### config.mk
export PLATFORM = sky130hd
export DESIGN_NAME = dom_mode_ctrl
export DESIGN_NICKNAME = d
export VERILOG_FILES = /design/src/design/dom_pkg.sv /design/src/design/dom_sync.sv /design/src/design/dom_mode_ctrl.sv
export SDC_FILE = /design/constraint.sdc
export NUM_CORES = 1
export LEC_CHECK = 0
export ABC_AREA = 1
export BUFFER_PORTS_ARGS = -buffer_cell sky130_fd_sc_hd__clkbuf_2
export CELL_PAD_IN_SITES_DETAIL_PLACEMENT = 0
export CELL_PAD_IN_SITES_GLOBAL_PLACEMENT = 2
export CORE_ASPECT_RATIO = 1.1
export CORE_MARGIN = 3
export CORE_UTILIZATION = 25
export DETAILED_ROUTE_END_ITERATION = 8
export GPL_ROUTABILITY_DRIVEN = 0
export PLACE_DENSITY_LB_ADDON = 0.1
export SETUP_SLACK_MARGIN = 0.05
export SLEW_MARGIN = 10
export SYNTH_ARGS = -nofsm -noshare
export SYNTH_HDL_FRONTEND = slang
export SYNTH_SLANG_ARGS = --single-unit
### constraint.sdc
create_clock -name clk_sys -period 6.7 [get_ports clk_sys]
set_input_delay 1.005 -clock clk_sys [delete_from_list [all_inputs] [get_ports clk_sys]]
set_output_delay 1.005 -clock clk_sys [all_outputs]
set_load 0.005 [all_outputs]
### src/design/dom_pkg.sv
package dom_pkg;

    // Register byte offsets
    localparam logic [7:0] DOM_OFF_CFG   = 8'h00;
    localparam logic [7:0] DOM_OFF_SRC   = 8'h04;
    localparam logic [7:0] DOM_OFF_COAST = 8'h08;
    localparam logic [7:0] DOM_OFF_CMD   = 8'h0C;
    localparam logic [7:0] DOM_OFF_STAT  = 8'h10;

    // Field positions
    localparam int DOM_CFG_START_LSB = 0;
    localparam int DOM_CFG_MSEL_LSB  = 4;
    localparam int DOM_CMD_TGT_LSB   = 0;
    localparam int DOM_CMD_REQ_BIT   = 2;
    localparam int DOM_CMD_RST_BIT   = 3;
    localparam int DOM_STAT_REF_BIT  = 5;

    // Reset values
    localparam logic [3:0]  DOM_RST_START = 4'h0;
    localparam logic [2:0]  DOM_RST_MSEL  = 3'h0;
    localparam logic [13:0] DOM_RST_SRC   = 14'h270F;
    localparam logic [13:0] DOM_RST_COAST = 14'h270F;

    // Setting codes
    localparam logic [3:0]  DOM_START_BUS1 = 4'h1;
    localparam logic [3:0]  DOM_START_BUS2 = 4'h2;
    localparam logic [3:0]  DOM_START_PB10 = 4'hA;
    localparam logic [3:0]  DOM_START_PB12 = 4'hC;
    localparam logic [13:0] DOM_SRC_OPT    = 14'h0000;
    localparam logic [13:0] DOM_SRC_SER    = 14'h0001;
    localparam logic [13:0] DOM_SRC_AUTO   = 14'h270F;
    localparam logic [13:0] DOM_COAST_OFF  = 14'h270F;

    // Bus responses
    localparam logic [1:0] DOM_RESP_OKAY   = 2'h0;
    localparam logic [1:0] DOM_RESP_SLVERR = 2'h2;

    // Operation modes
    typedef enum logic [1:0] {
        DOM_TERM  = 2'b00,
        DOM_PANEL = 2'b01,
        DOM_BUS   = 2'b10,
        DOM_COMB  = 2'b11
    } dom_mode_t;

    // Switching permissions and startup mode
    typedef struct packed {
        logic      tp;
        logic      tb;
        logic      pb;
        logic      run_ok;
        dom_mode_t start;
    } dom_perm_t;

    // Startup mode and allowed changes from the settings
    function automatic dom_perm_t dom_perm_f(input logic [3:0] st,
                                             input logic [2:0] ms,
                                             input logic       ilk);
        dom_perm_t p;
        logic      bus_st;
        logic      pb_st;
        p      = '0;
        bus_st = (st == DOM_START_BUS1) || (st == DOM_START_BUS2);
        pb_st  = (st == DOM_START_PB10) || (st == DOM_START_PB12);
        p.start = DOM_TERM;
        case (ms)
            3'h0:
            begin
                p.start = (bus_st || pb_st) ? DOM_BUS : DOM_TERM;
                p.pb    = pb_st;
                p.tp    = !pb_st;
                p.tb    = !pb_st;
            end
            3'h1:       p.start = DOM_PANEL;
            3'h2:
            begin
                p.start = (bus_st || pb_st) ? DOM_BUS : DOM_TERM;
                p.tb    = !pb_st;
            end
            3'h3, 3'h4: p.start = DOM_COMB;
            3'h6:
            begin
                p.start  = (bus_st || pb_st) ? DOM_BUS : DOM_TERM;
                p.pb     = pb_st;
                p.tp     = !pb_st;
                p.tb     = !pb_st;
                p.run_ok = 1'b1;
            end
            3'h7:
            begin
                p.start = (bus_st && ilk) ? DOM_BUS : DOM_TERM;
                p.tp    = ilk;
                p.tb    = ilk;
            end
            default:    p.start = DOM_TERM;
        endcase
        return p;
    endfunction

endpackage

### src/design/dom_sync.sv
`timescale 1ns/10ps
`default_nettype none

module dom_sync
    import dom_pkg::*;
#(
    parameter int W = 1
)
(
    // Clock and reset
    input  wire logic         clk_sys,
    input  wire logic         sys_rst,
    // Pins in and synchronised out
    input  wire logic [W-1:0] async_in,
    output logic      [W-1:0] sync_out
);

    logic [W-1:0] meta;   // First stage, read only by the second

    // Two flip-flop synchroniser
    always_ff @(posedge clk_sys or posedge sys_rst)
    begin
        if (sys_rst)
        begin
            meta     <= '0;
            sync_out <= '0;
        end
        else
        begin
            meta     <= async_in;
            sync_out <= meta;
        end
    end

endmodule

`default_nettype wire

### src/design/dom_mode_ctrl.sv
// Functional notes
// - Startup setting 1, 2, 10 or 12 allows bus startup
// - Network parameter writes after bus startup
// - Startup setting applies at next reset
// - Setting 0, selection 0: terminal, all switch
// - Selection 1: panel mode, fixed
// - Selection 2: terminal/bus only, panel refused
// - Selection 3/4: combined mode, no changes
// - Selection 6: all modes, even running
// - Selection 7: interlock off forces terminal
// - Setting 1/2: bus startup, same switching
// - Setting 10/12, selection 0: panel/bus only
// - Setting 10/12, selection 2: bus fixed
// - Setting 10/12, selection 6: panel/bus running
// - Setting 10/12, selection 7: terminal start
// - No direct panel to bus change, except with setting 10/12
// - Panel key or switch input changes
// - Resume state after brief outage
// - Control source picks option or serial
`timescale 1ns/10ps
`default_nettype none

module dom_mode_ctrl
    import dom_pkg::*;
#(
    parameter int ADDR_W = 8
)
(
    // Clock and reset
    input  wire logic              clk_sys,
    input  wire logic              sys_rst,
    // AXI4-Lite write channels
    input  wire logic [ADDR_W-1:0] s_axi_awaddr,
    input  wire logic              s_axi_awvalid,
    output logic                   s_axi_awready,
    input  wire logic [31:0]       s_axi_wdata,
    input  wire logic [3:0]        s_axi_wstrb,
    input  wire logic              s_axi_wvalid,
    output logic                   s_axi_wready,
    output logic [1:0]             s_axi_bresp,
    output logic                   s_axi_bvalid,
    input  wire logic              s_axi_bready,
    // AXI4-Lite read channels
    input  wire logic [ADDR_W-1:0] s_axi_araddr,
    input  wire logic              s_axi_arvalid,
    output logic                   s_axi_arready,
    output logic [31:0]            s_axi_rdata,
    output logic [1:0]             s_axi_rresp,
    output logic                   s_axi_rvalid,
    input  wire logic              s_axi_rready,
    // Drive pins
    input  wire logic              panel_interlock_input,
    input  wire logic              panel_bus_switch_input,
    input  wire logic              panel_key,
    input  wire logic              forward_start_input,
    input  wire logic              reverse_start_input,
    input  wire logic              motor_running,
    input  wire logic              option_mounted,
    input  wire logic              power_restored,
    // Mode and source outputs
    output dom_mode_t              op_mode,
    output logic                   param_write_en,
    output logic                   option_port_valid,
    output logic                   serial_port_valid
);

    // Synchronised pins
    logic [7:0] pins_s;
    logic       ilk, pbsw, key, fwd, rev, run, opt, rest;
    assign {ilk, pbsw, key, fwd, rev, run, opt, rest} = pins_s;

    dom_sync #(.W(8)) u_sync (
        .clk_sys  (clk_sys),
        .sys_rst  (sys_rst),
        .async_in ({panel_interlock_input, panel_bus_switch_input, panel_key,
                    forward_start_input, reverse_start_input, motor_running,
                    option_mounted, power_restored}),
        .sync_out (pins_s)
    );

    // Software settings
    logic [3:0]  cfg_start;     // Startup mode setting
    logic [2:0]  cfg_msel;      // Mode selection setting
    logic [13:0] cfg_src;       // Bus control source setting
    logic [13:0] cfg_coast;     // Restart coasting time
    // Settings in force since the last start
    logic [3:0]  lat_start;
    logic [2:0]  lat_msel;
    logic [13:0] lat_src;
    // Control state
    logic        booted;        // Startup done since reset
    logic        boot_in_bus;   // Last start came up in bus mode
    logic        refused;       // Sticky refused request
    logic        key_d, pbsw_d, rest_d;
    logic        sw_req;        // Software change request pulse
    dom_mode_t   sw_tgt;
    logic        soft_rst;      // Drive reset pulse
    // Bus slave state
    logic              aw_hold, w_hold;
    logic [ADDR_W-1:0] aw_addr;
    logic [31:0]       w_data;
    logic [3:0]        w_strb;
    logic              wr_go;
    logic              wr_hit;
    logic [31:0]       rd_val;
    logic              rd_hit;

    // Permissions now and at a fresh start
    dom_perm_t perm, boot_perm;
    assign perm      = dom_perm_f(lat_start, lat_msel, ilk);
    assign boot_perm = dom_perm_f(cfg_start, cfg_msel, ilk);

    // Byte lane merge
    function automatic logic [31:0] strb_merge(input logic [31:0] old_v,
                                               input logic [31:0] new_v,
                                               input logic [3:0]  strb);
        logic [31:0] r;
        r = old_v;
        for (int i = 0; i < 4; i++)
        begin
            if (strb[i])
                r[8*i +: 8] = new_v[8*i +: 8];
        end
        return r;
    endfunction

    // Whether a change between two modes is allowed now
    function automatic logic change_ok(input dom_mode_t cur, input dom_mode_t tgt,
                                       input dom_perm_t p, input logic stopped);
        logic pair;
        pair = ((cur == DOM_TERM  && tgt == DOM_PANEL) || (cur == DOM_PANEL && tgt == DOM_TERM))
                   ? p.tp : 1'b0;
        if ((cur == DOM_TERM && tgt == DOM_BUS) || (cur == DOM_BUS && tgt == DOM_TERM))
            pair = p.tb;
        if ((cur == DOM_PANEL && tgt == DOM_BUS) || (cur == DOM_BUS && tgt == DOM_PANEL))
            pair = p.pb;
        return pair && (p.run_ok || stopped);
    endfunction

    // Start and change events
    logic      boot_go, restore_go, recompute, force_term;
    logic      key_ev, pbsw_ev, req_any, req_legal;
    dom_mode_t req_tgt;
    assign boot_go    = !booted || soft_rst;
    assign restore_go = booted && rest && !rest_d;
    assign recompute  = boot_go || (restore_go && cfg_coast == DOM_COAST_OFF);
    assign force_term = booted && lat_msel == 3'h7 && !ilk;
    assign key_ev     = key && !key_d;
    assign pbsw_ev    = perm.pb && (pbsw != pbsw_d);

    // Request source priority: software, key, switch input
    always_comb
    begin
        req_any = 1'b1;
        if (sw_req)
            req_tgt = sw_tgt;
        else if (key_ev)
            req_tgt = (op_mode == DOM_PANEL) ? (perm.pb ? DOM_BUS : DOM_TERM)
                                             : DOM_PANEL;
        else if (pbsw_ev)
            req_tgt = pbsw ? DOM_PANEL : DOM_BUS;
        else
        begin
            req_tgt = op_mode;
            req_any = 1'b0;
        end
        req_legal = change_ok(op_mode, req_tgt, perm, !run && !fwd && !rev);
    end

    // Pin edge history
    always_ff @(posedge clk_sys or posedge sys_rst)
    begin
        if (sys_rst)
        begin
            key_d  <= 1'b0;
            pbsw_d <= 1'b0;
            rest_d <= 1'b0;
        end
        else
        begin
            key_d  <= key;
            pbsw_d <= pbsw;
            rest_d <= rest;
        end
    end

    // Operation mode register
    always_ff @(posedge clk_sys or posedge sys_rst)
    begin
        if (sys_rst)
        begin
            op_mode     <= DOM_TERM;
            booted      <= 1'b0;
            boot_in_bus <= 1'b0;
            lat_start   <= DOM_RST_START;
            lat_msel    <= DOM_RST_MSEL;
            lat_src     <= DOM_RST_SRC;
        end
        else if (recompute)
        begin
            // Fresh start from captured settings
            op_mode     <= boot_perm.start;
            boot_in_bus <= boot_perm.start == DOM_BUS;
            booted      <= 1'b1;
            lat_start   <= cfg_start;
            lat_msel    <= cfg_msel;
            lat_src     <= cfg_src;
        end
        else if (restore_go)
            op_mode <= op_mode;                          // Resume prior state
        else if (force_term)
            op_mode <= DOM_TERM;
        else if (req_any && req_legal)
            op_mode <= req_tgt;
    end

    // Sticky refusal flag, set wins over clear
    always_ff @(posedge clk_sys or posedge sys_rst)
    begin
        if (sys_rst)
            refused <= 1'b0;
        else if (req_any && !req_legal && !recompute && !force_term && req_tgt != op_mode)
            refused <= 1'b1;
        else if (wr_go && aw_addr == DOM_OFF_STAT[ADDR_W-1:0] && w_strb[0]
                 && w_data[DOM_STAT_REF_BIT])
            refused <= 1'b0;
    end

    // Derived outputs
    always_ff @(posedge clk_sys or posedge sys_rst)
    begin
        if (sys_rst)
        begin
            param_write_en    <= 1'b0;
            option_port_valid <= 1'b0;
            serial_port_valid <= 1'b0;
        end
        else
        begin
            param_write_en    <= boot_in_bus && op_mode == DOM_BUS;
            option_port_valid <= lat_src == DOM_SRC_OPT
                                 || (lat_src == DOM_SRC_AUTO && opt);
            serial_port_valid <= lat_src == DOM_SRC_SER
                                 || (lat_src == DOM_SRC_AUTO && !opt);
        end
    end

    // Write address and data capture, either order
    assign wr_go = aw_hold && w_hold && !s_axi_bvalid;
    always_ff @(posedge clk_sys or posedge sys_rst)
    begin
        if (sys_rst)
        begin
            aw_hold       <= 1'b0;
            w_hold        <= 1'b0;
            aw_addr       <= '0;
            w_data        <= 32'h0000_0000;
            w_strb        <= 4'h0;
            s_axi_awready <= 1'b1;
            s_axi_wready  <= 1'b1;
            s_axi_bvalid  <= 1'b0;
            s_axi_bresp   <= DOM_RESP_OKAY;
        end
        else
        begin
            if (s_axi_awvalid && s_axi_awready)
            begin
                aw_hold       <= 1'b1;
                aw_addr       <= s_axi_awaddr;
                s_axi_awready <= 1'b0;
            end
            if (s_axi_wvalid && s_axi_wready)
            begin
                w_hold       <= 1'b1;
                w_data       <= s_axi_wdata;
                w_strb       <= s_axi_wstrb;
                s_axi_wready <= 1'b0;
            end
            if (wr_go)
            begin
                s_axi_bvalid <= 1'b1;
                s_axi_bresp  <= wr_hit ? DOM_RESP_OKAY : DOM_RESP_SLVERR;
            end
            else if (s_axi_bvalid && s_axi_bready)
            begin
                s_axi_bvalid  <= 1'b0;
                aw_hold       <= 1'b0;
                w_hold        <= 1'b0;
                s_axi_awready <= 1'b1;
                s_axi_wready  <= 1'b1;
            end
        end
    end

    // Write decode
    always_comb
    begin
        unique case (aw_addr)
            DOM_OFF_CFG[ADDR_W-1:0], DOM_OFF_SRC[ADDR_W-1:0], DOM_OFF_COAST[ADDR_W-1:0],
            DOM_OFF_CMD[ADDR_W-1:0], DOM_OFF_STAT[ADDR_W-1:0]: wr_hit = 1'b1;
            default:                                           wr_hit = 1'b0;
        endcase
    end

    // Stored words merged with write data under the byte strobes
    logic [31:0] cfg_wr;        // Configuration word after merge
    logic [31:0] src_wr;        // Source word after merge
    logic [31:0] coast_wr;      // Coasting word after merge
    assign cfg_wr   = strb_merge({25'h0, cfg_msel, cfg_start}, w_data, w_strb);
    assign src_wr   = strb_merge({18'h0, cfg_src}, w_data, w_strb);
    assign coast_wr = strb_merge({18'h0, cfg_coast}, w_data, w_strb);

    // Setting registers, writable in any mode
    always_ff @(posedge clk_sys or posedge sys_rst)
    begin
        if (sys_rst)
        begin
            cfg_start <= DOM_RST_START;
            cfg_msel  <= DOM_RST_MSEL;
            cfg_src   <= DOM_RST_SRC;
            cfg_coast <= DOM_RST_COAST;
        end
        else if (wr_go)
        begin
            if (aw_addr == DOM_OFF_CFG[ADDR_W-1:0])
            begin
                cfg_start <= cfg_wr[DOM_CFG_START_LSB +: 4];
                cfg_msel  <= cfg_wr[DOM_CFG_MSEL_LSB +: 3];
            end
            if (aw_addr == DOM_OFF_SRC[ADDR_W-1:0])
                cfg_src <= src_wr[13:0];
            if (aw_addr == DOM_OFF_COAST[ADDR_W-1:0])
                cfg_coast <= coast_wr[13:0];
        end
    end

    // Command pulses
    always_ff @(posedge clk_sys or posedge sys_rst)
    begin
        if (sys_rst)
        begin
            sw_req   <= 1'b0;
            sw_tgt   <= DOM_TERM;
            soft_rst <= 1'b0;
        end
        else
        begin
            sw_req   <= wr_go && aw_addr == DOM_OFF_CMD[ADDR_W-1:0] && w_strb[0]
                        && w_data[DOM_CMD_REQ_BIT];
            soft_rst <= wr_go && aw_addr == DOM_OFF_CMD[ADDR_W-1:0] && w_strb[0]
                        && w_data[DOM_CMD_RST_BIT];
            if (wr_go && aw_addr == DOM_OFF_CMD[ADDR_W-1:0] && w_strb[0])
                sw_tgt <= dom_mode_t'(w_data[DOM_CMD_TGT_LSB +: 2]);
        end
    end

    // Read decode
    always_comb
    begin
        rd_hit = 1'b1;
        unique case (s_axi_araddr)
            DOM_OFF_CFG[ADDR_W-1:0]:   rd_val = {25'h0, cfg_msel, cfg_start};
            DOM_OFF_SRC[ADDR_W-1:0]:   rd_val = {18'h0, cfg_src};
            DOM_OFF_COAST[ADDR_W-1:0]: rd_val = {18'h0, cfg_coast};
            DOM_OFF_CMD[ADDR_W-1:0]:   rd_val = 32'h0000_0000;
            DOM_OFF_STAT[ADDR_W-1:0]:  rd_val = {20'h0, perm.tp, perm.tb, perm.pb, perm.run_ok,
                                                1'b0, boot_in_bus, refused, serial_port_valid,
                                                option_port_valid, param_write_en, op_mode};
            default:
            begin
                rd_val = 32'h0000_0000;
                rd_hit = 1'b0;
            end
        endcase
    end

    // Read channel
    always_ff @(posedge clk_sys or posedge sys_rst)
    begin
        if (sys_rst)
        begin
            s_axi_arready <= 1'b1;
            s_axi_rvalid  <= 1'b0;
            s_axi_rdata   <= 32'h0000_0000;
            s_axi_rresp   <= DOM_RESP_OKAY;
        end
        else if (s_axi_arvalid && s_axi_arready)
        begin
            s_axi_arready <= 1'b0;
            s_axi_rvalid  <= 1'b1;
            s_axi_rdata   <= rd_val;
            s_axi_rresp   <= rd_hit ? DOM_RESP_OKAY : DOM_RESP_SLVERR;
        end
        else if (s_axi_rvalid && s_axi_rready)
        begin
            s_axi_rvalid  <= 1'b0;
            s_axi_arready <= 1'b1;
        end
    end
endmodule

`default_nettype wire

Word-level counts from Yosys, hierarchy flattened
Cells that the tools add are included.
Widths: inputs -> output; s select.
- reduce and logical (&&, ||, !) cells: 87
- multiplexer cells: 48
- eq/ne operators: 34
- operators by type and width (cell ; count):
    $pmux 14 s4 ; 1
    $logic_and 1x1->1 ; 39
    $eq 8x4->1 const B ; 4
    $mux 1 ; 30
    $eq 14x14->1 const B ; 2
    $mux 2 ; 14
    $eq 4x4->1 const B ; 4
    $eq 8x3->1 const B ; 2
    $eq 8x5->1 const B ; 2
    $logic_not 8->1 ; 2
    $eq 3x3->1 const B ; 5
    $reduce_and 3->1 ; 5
    $eq 14x1->1 const B ; 1
    $logic_not 14->1 ; 1
    $logic_not 1->1 ; 13
    $logic_or 1x1->1 ; 12
    $reduce_or 5->1 ; 2
    $eq 3x2->1 const B ; 3
    $pmux 2 s4 ; 1
    $eq 2x2->1 const B ; 3
    $logic_not 3->1 ; 2
    $reduce_bool 2->1 ; 3
    $reduce_or 3->1 ; 2
    $eq 2x1->1 const B ; 2
    other kinds (11) ; 14
- input bits: 67
- output and inout port bits: 46
- logic and storage cells: 206
- register bits after elaboration: 154

Logic depth before layout (Yosys ltp)
- word-level depth: 20
- depth in mapped cells: 19
- mapped depth without buffers: 19

Modules after synthesis
A second synthesis with hierarchy kept.
- cells, all modules: 659
- area, all modules: 5789.3 um^2
- by module, submodules not included (module ; cells each ; area each (um^2) ; seq. area each (um^2) ; instances):
    dom_mode_ctrl ; 642 ; 5385.2 ; 2986.6 ; 1
    dom_sync ; 17 ; 404.1 ; 400.4 ; 1

Worst setup path after synthesis
No wires, ideal clock.
- path kind: in2reg
- from: input s_axi_araddr[7]
- to: register s_axi_rdata[0]
- slack: 4.536 ns
- path buffers: 1
- arrival: 2.088 ns
- cell stages on the path: 10
- setup time: 0.077 ns
- path through: nor2_1 inv_1 nor3_1 nand2_1 nor3_1 buf_2 nand2_1 o21ai_0 a221oi_1 o21ai_1
- word-level cells in the longest chain between the ends: 2
- RTL lines (what ; RTL line ; text):
    from (decl) ; dom_mode_ctrl.sv:44 ; input wire logic [ADDR_W-1:0] s_axi_araddr,
    $eq 8x5->1, or another cell as far along ; dom_mode_ctrl.sv:361 ; unique case (s_axi_araddr)
    $pmux 14 s4 (*) ; dom_mode_ctrl.sv:361 ;
    to (signal assigned) ; dom_mode_ctrl.sv:391 ; s_axi_rdata <= rd_val;
    to (decl) ; dom_mode_ctrl.sv:47 ; output logic [31:0] s_axi_rdata,
Mark *: on every way between the ends. The rest lies on a longest branch, timed or not.
A chain may end at the register's enable or synchronous reset.

Worst setup path in the final report
- from: input s_axi_araddr[7]
- to: register s_axi_rdata[5]
The elaborated chain is that of the path after synthesis.

==> reports/qor.yml <==
outcome:
  outcome: "complete, no violations"
die:
  ios: 113
  die_y_um: 165.8
  core-area_sq_um: 22470
  dieArea_sq_um: 25080
  dieWidth_um: 151.3
  fp-row-count: 57
  start_util_pct: 25.83
power_and_ir_drop:
  combPwrFrac_pct: 21.9
  ir_drop_v: 0.0001561
  p_leak_nw: 3.216
  p_seq_share_pct: 43.7
  power.internal_w: 0.001800
  p_total_w: 0.002690
  p_sw_share_pct: 33.08
  p_per_area_nw_per_um2: 384.7
  p_switching_w: 0.0008900
  clkPwrFrac_pct: 34.4
detailed_routing:
  viasPerCell: 4.241
  drtAntennaViolNets: 0
  drc_errors: 0
  drt_iter0_drc: 221
  first_pass_iters: 4
  wl_um: 15550
  wl_per_cell_um: 15.06
  num_vias: 4381
global_route:
  grt_remaining_overflow: 0
  grtUsageTotal_pct: 13.01
  antenna_found_initial: 0
  grt_pass1_wl_um: 24850
  grt_max_degree: 77
  grt_pass1_vias: 4426
cts:
  cts_buffers: 17
  cts_root_buffer: "clkbuf_16"
  post-cts-setup-buffers: 0
  postCtsResizedCells: 0
  cts_buffer_depth: 2
  cts_tree: "done"
  htreeDepth: 4
  clkLatencyLatePin_ns: 0.43
  cts.sinks: 134
  cts_hold_buf: 0
  clkSlewWorstSetupHoldPaths_ns: 0.06
setup_path:
  timing.rr.end: "op_mode[1]"
  r2r-start: "cfg_coast[0]"
  criticalPathCategory: "input port to register"
  ff2ff_path_depth: 11
  worst_setup_path_end_kind: "register"
  arrival_ns: 2.83
  worstPathMaxFanout: 14
  r2r_setup_slack_ns: 4.48
  start_kind: "input port"
  critPathRequiredTime_ns: 7.03
sta:
  fin_tns_setup_ns: 0
  finalHoldViolCount: 0
  min_period_ns: 2.494
  setup_viol: 0
  report.final.slew_viol_count: 0
  finalCritPeriodShare_pct: 37.22
  fmax_mhz: 401.0
  rsz0062_at_grt: "no"
  worst_pin_slew_ns: 0.9897
  slew_headroom_pct: 33.66
  clock_skew_ns: 0.01003
placement:
  dp.cells: 1001
  hpwl_um: 11490
  placed_area_sq_um: 6412
  port-buffer-count: 72
layout:
  layout.cells.non_filler: 1033
  nNetsFinal: 792
  antenna_cells: 0
  final_cell_mix: "174 x nand2_1, 107 x dfrtp_1, 74 x inv_1"
  layout_commonest_cell: "nand2_1"
  design_area_sq_um: 6993
  drive_gt1_share_pct: 21.27
  syn2layout_area_growth_pct: 20.50
synth:
  synthFlopType: "dfrtp_1"
  syn_avg_cell_area_sq_um: 8.942
  ys_seq_area_share_pct: 58.37
  netlist_area_sq_um: 5803
  yosysUniqueCellTypes: 37
  synth_cells: 649
  synth_edf_count: 0
  ys_ff_latch: 134
  async_reset_ff_share_pct: 100.0
  yosysWarnings: 0
hold_path:
  hold_depth: 0
  hold_end: "u_sync.sync_out[5]"
  hold_path_class: "register to register"
  hold_start: "u_sync.meta[5]"
flow_run:
  drv_cap: 0
worst max-delay path, stage by stage:
cell and delay, ns:
clkbuf_2 0.08, nor2_1 0.09, inv_1 0.05, nor3_1 0.19, nand2_1 0.14, nor3_2 0.77
a221oi_1 0.26, o21ai_0 0.23
layout make-up:
class	count	area [sq um]
clock inverter	9	102.6
clock buffer	23	478.0
tap	295	369.1
sequential	134	3387
inverter	83	316.6
timing repair buffer	75	382.9
fill	2418	15470
multi-input combinational	414	1957
per-stage QoR:
stage	hold WS, ns	setup WS [ns]	util (%)
after floorplan	0.3312	2.157	-
after global placement	0.3316	3.756	28.54
after detailed placement	0.3347	3.712	28.54
after CTS	0.3456	4.171	31.13
after global routing	0.3522	4.030	31.13
final	0.3419	4.206	31.13
how the worst max path moves through the flow:
stage | startpoint | endpoint | slack [ns] | cells past startpoint
finish | s_axi_araddr[7] | s_axi_rdata[5] | 4.21 | 8
global route | s_axi_araddr[7] | s_axi_rdata[5] | 4.03 | 8
CTS | s_axi_araddr[7] | s_axi_rdata[5] | 4.17 | 8
detailed placement | s_axi_araddr[7] | s_axi_rdata[5] | 3.71 | 8
global placement | s_axi_araddr[7] | s_axi_rdata[5] | 3.76 | 8
floorplan | sys_rst | aw_addr[0] | 2.16 | 1
state kept, by name, summed over array words and instances, names as in the netlist, 2 cells and up:
name / cells
cfg_coast: 14
aw_addr: 8
cfg_src: 14
u_sync.sync_out: 8
op_mode: 2
cfg_start: 4
u_sync.meta: 8
s_axi_rdata: 14
sw_tgt: 2
cfg_msel: 3
lat_src: 14
w_strb: 2
w_data: 14
lat_msel: 3
lat_start: 4
synthesized netlist by cell type (all sizes together), types with 3 or more instances:
cell type / instances / area share [%]
clkbuf: 12 / 0.78
nand2: 185 / 13
clkinv: 3 / 0.19
nor2: 27 / 2.1
nand3: 21 / 2.0
o22ai: 7 / 0.75
inv: 80 / 5.2
a221oi: 10 / 1.5
nor4: 4 / 0.65
nor3: 9 / 0.95
dfstp: 27 / 12
o21ai: 102 / 8.8
a21oi: 10 / 0.86
buf: 25 / 3.0
nand4: 7 / 0.75
dfrtp: 107 / 46
cells by family after synthesis:
kind of cell	Yosys count	share of synthesized area, %
AND/OR/NAND/NOR	257	19.47
other	2	0.1294
flip-flops	134	58.37
XOR/XNOR	1	0.1510
AO/OA/AOI/OAI	135	12.74
buffers and inverters	120	9.142
power groups by stage:
stage	Clock [W]	Combinational, W	Sequential, W
final	0.000926	0.000590	0.00117
after global routing	0.000990	0.000694	0.00120
after CTS	0.000957	0.000608	0.00118
after detailed placement	0	0.000605	0.00119
after global placement	0	0.000600	0.00118
after floorplan	0	0.000435	0.00113
layer usage:
layer	vias up	routed length, um	share of wire (%)	track usage (%)
met5	-	0	0	0
met4	0	346	2.2	5.008
met1	2034	7799	50	18.67
met2	95	6719	43	18.82
met3	22	686	4.4	3.221
li1	2230	-	-	-
Power figures use the tool's default switching activity.
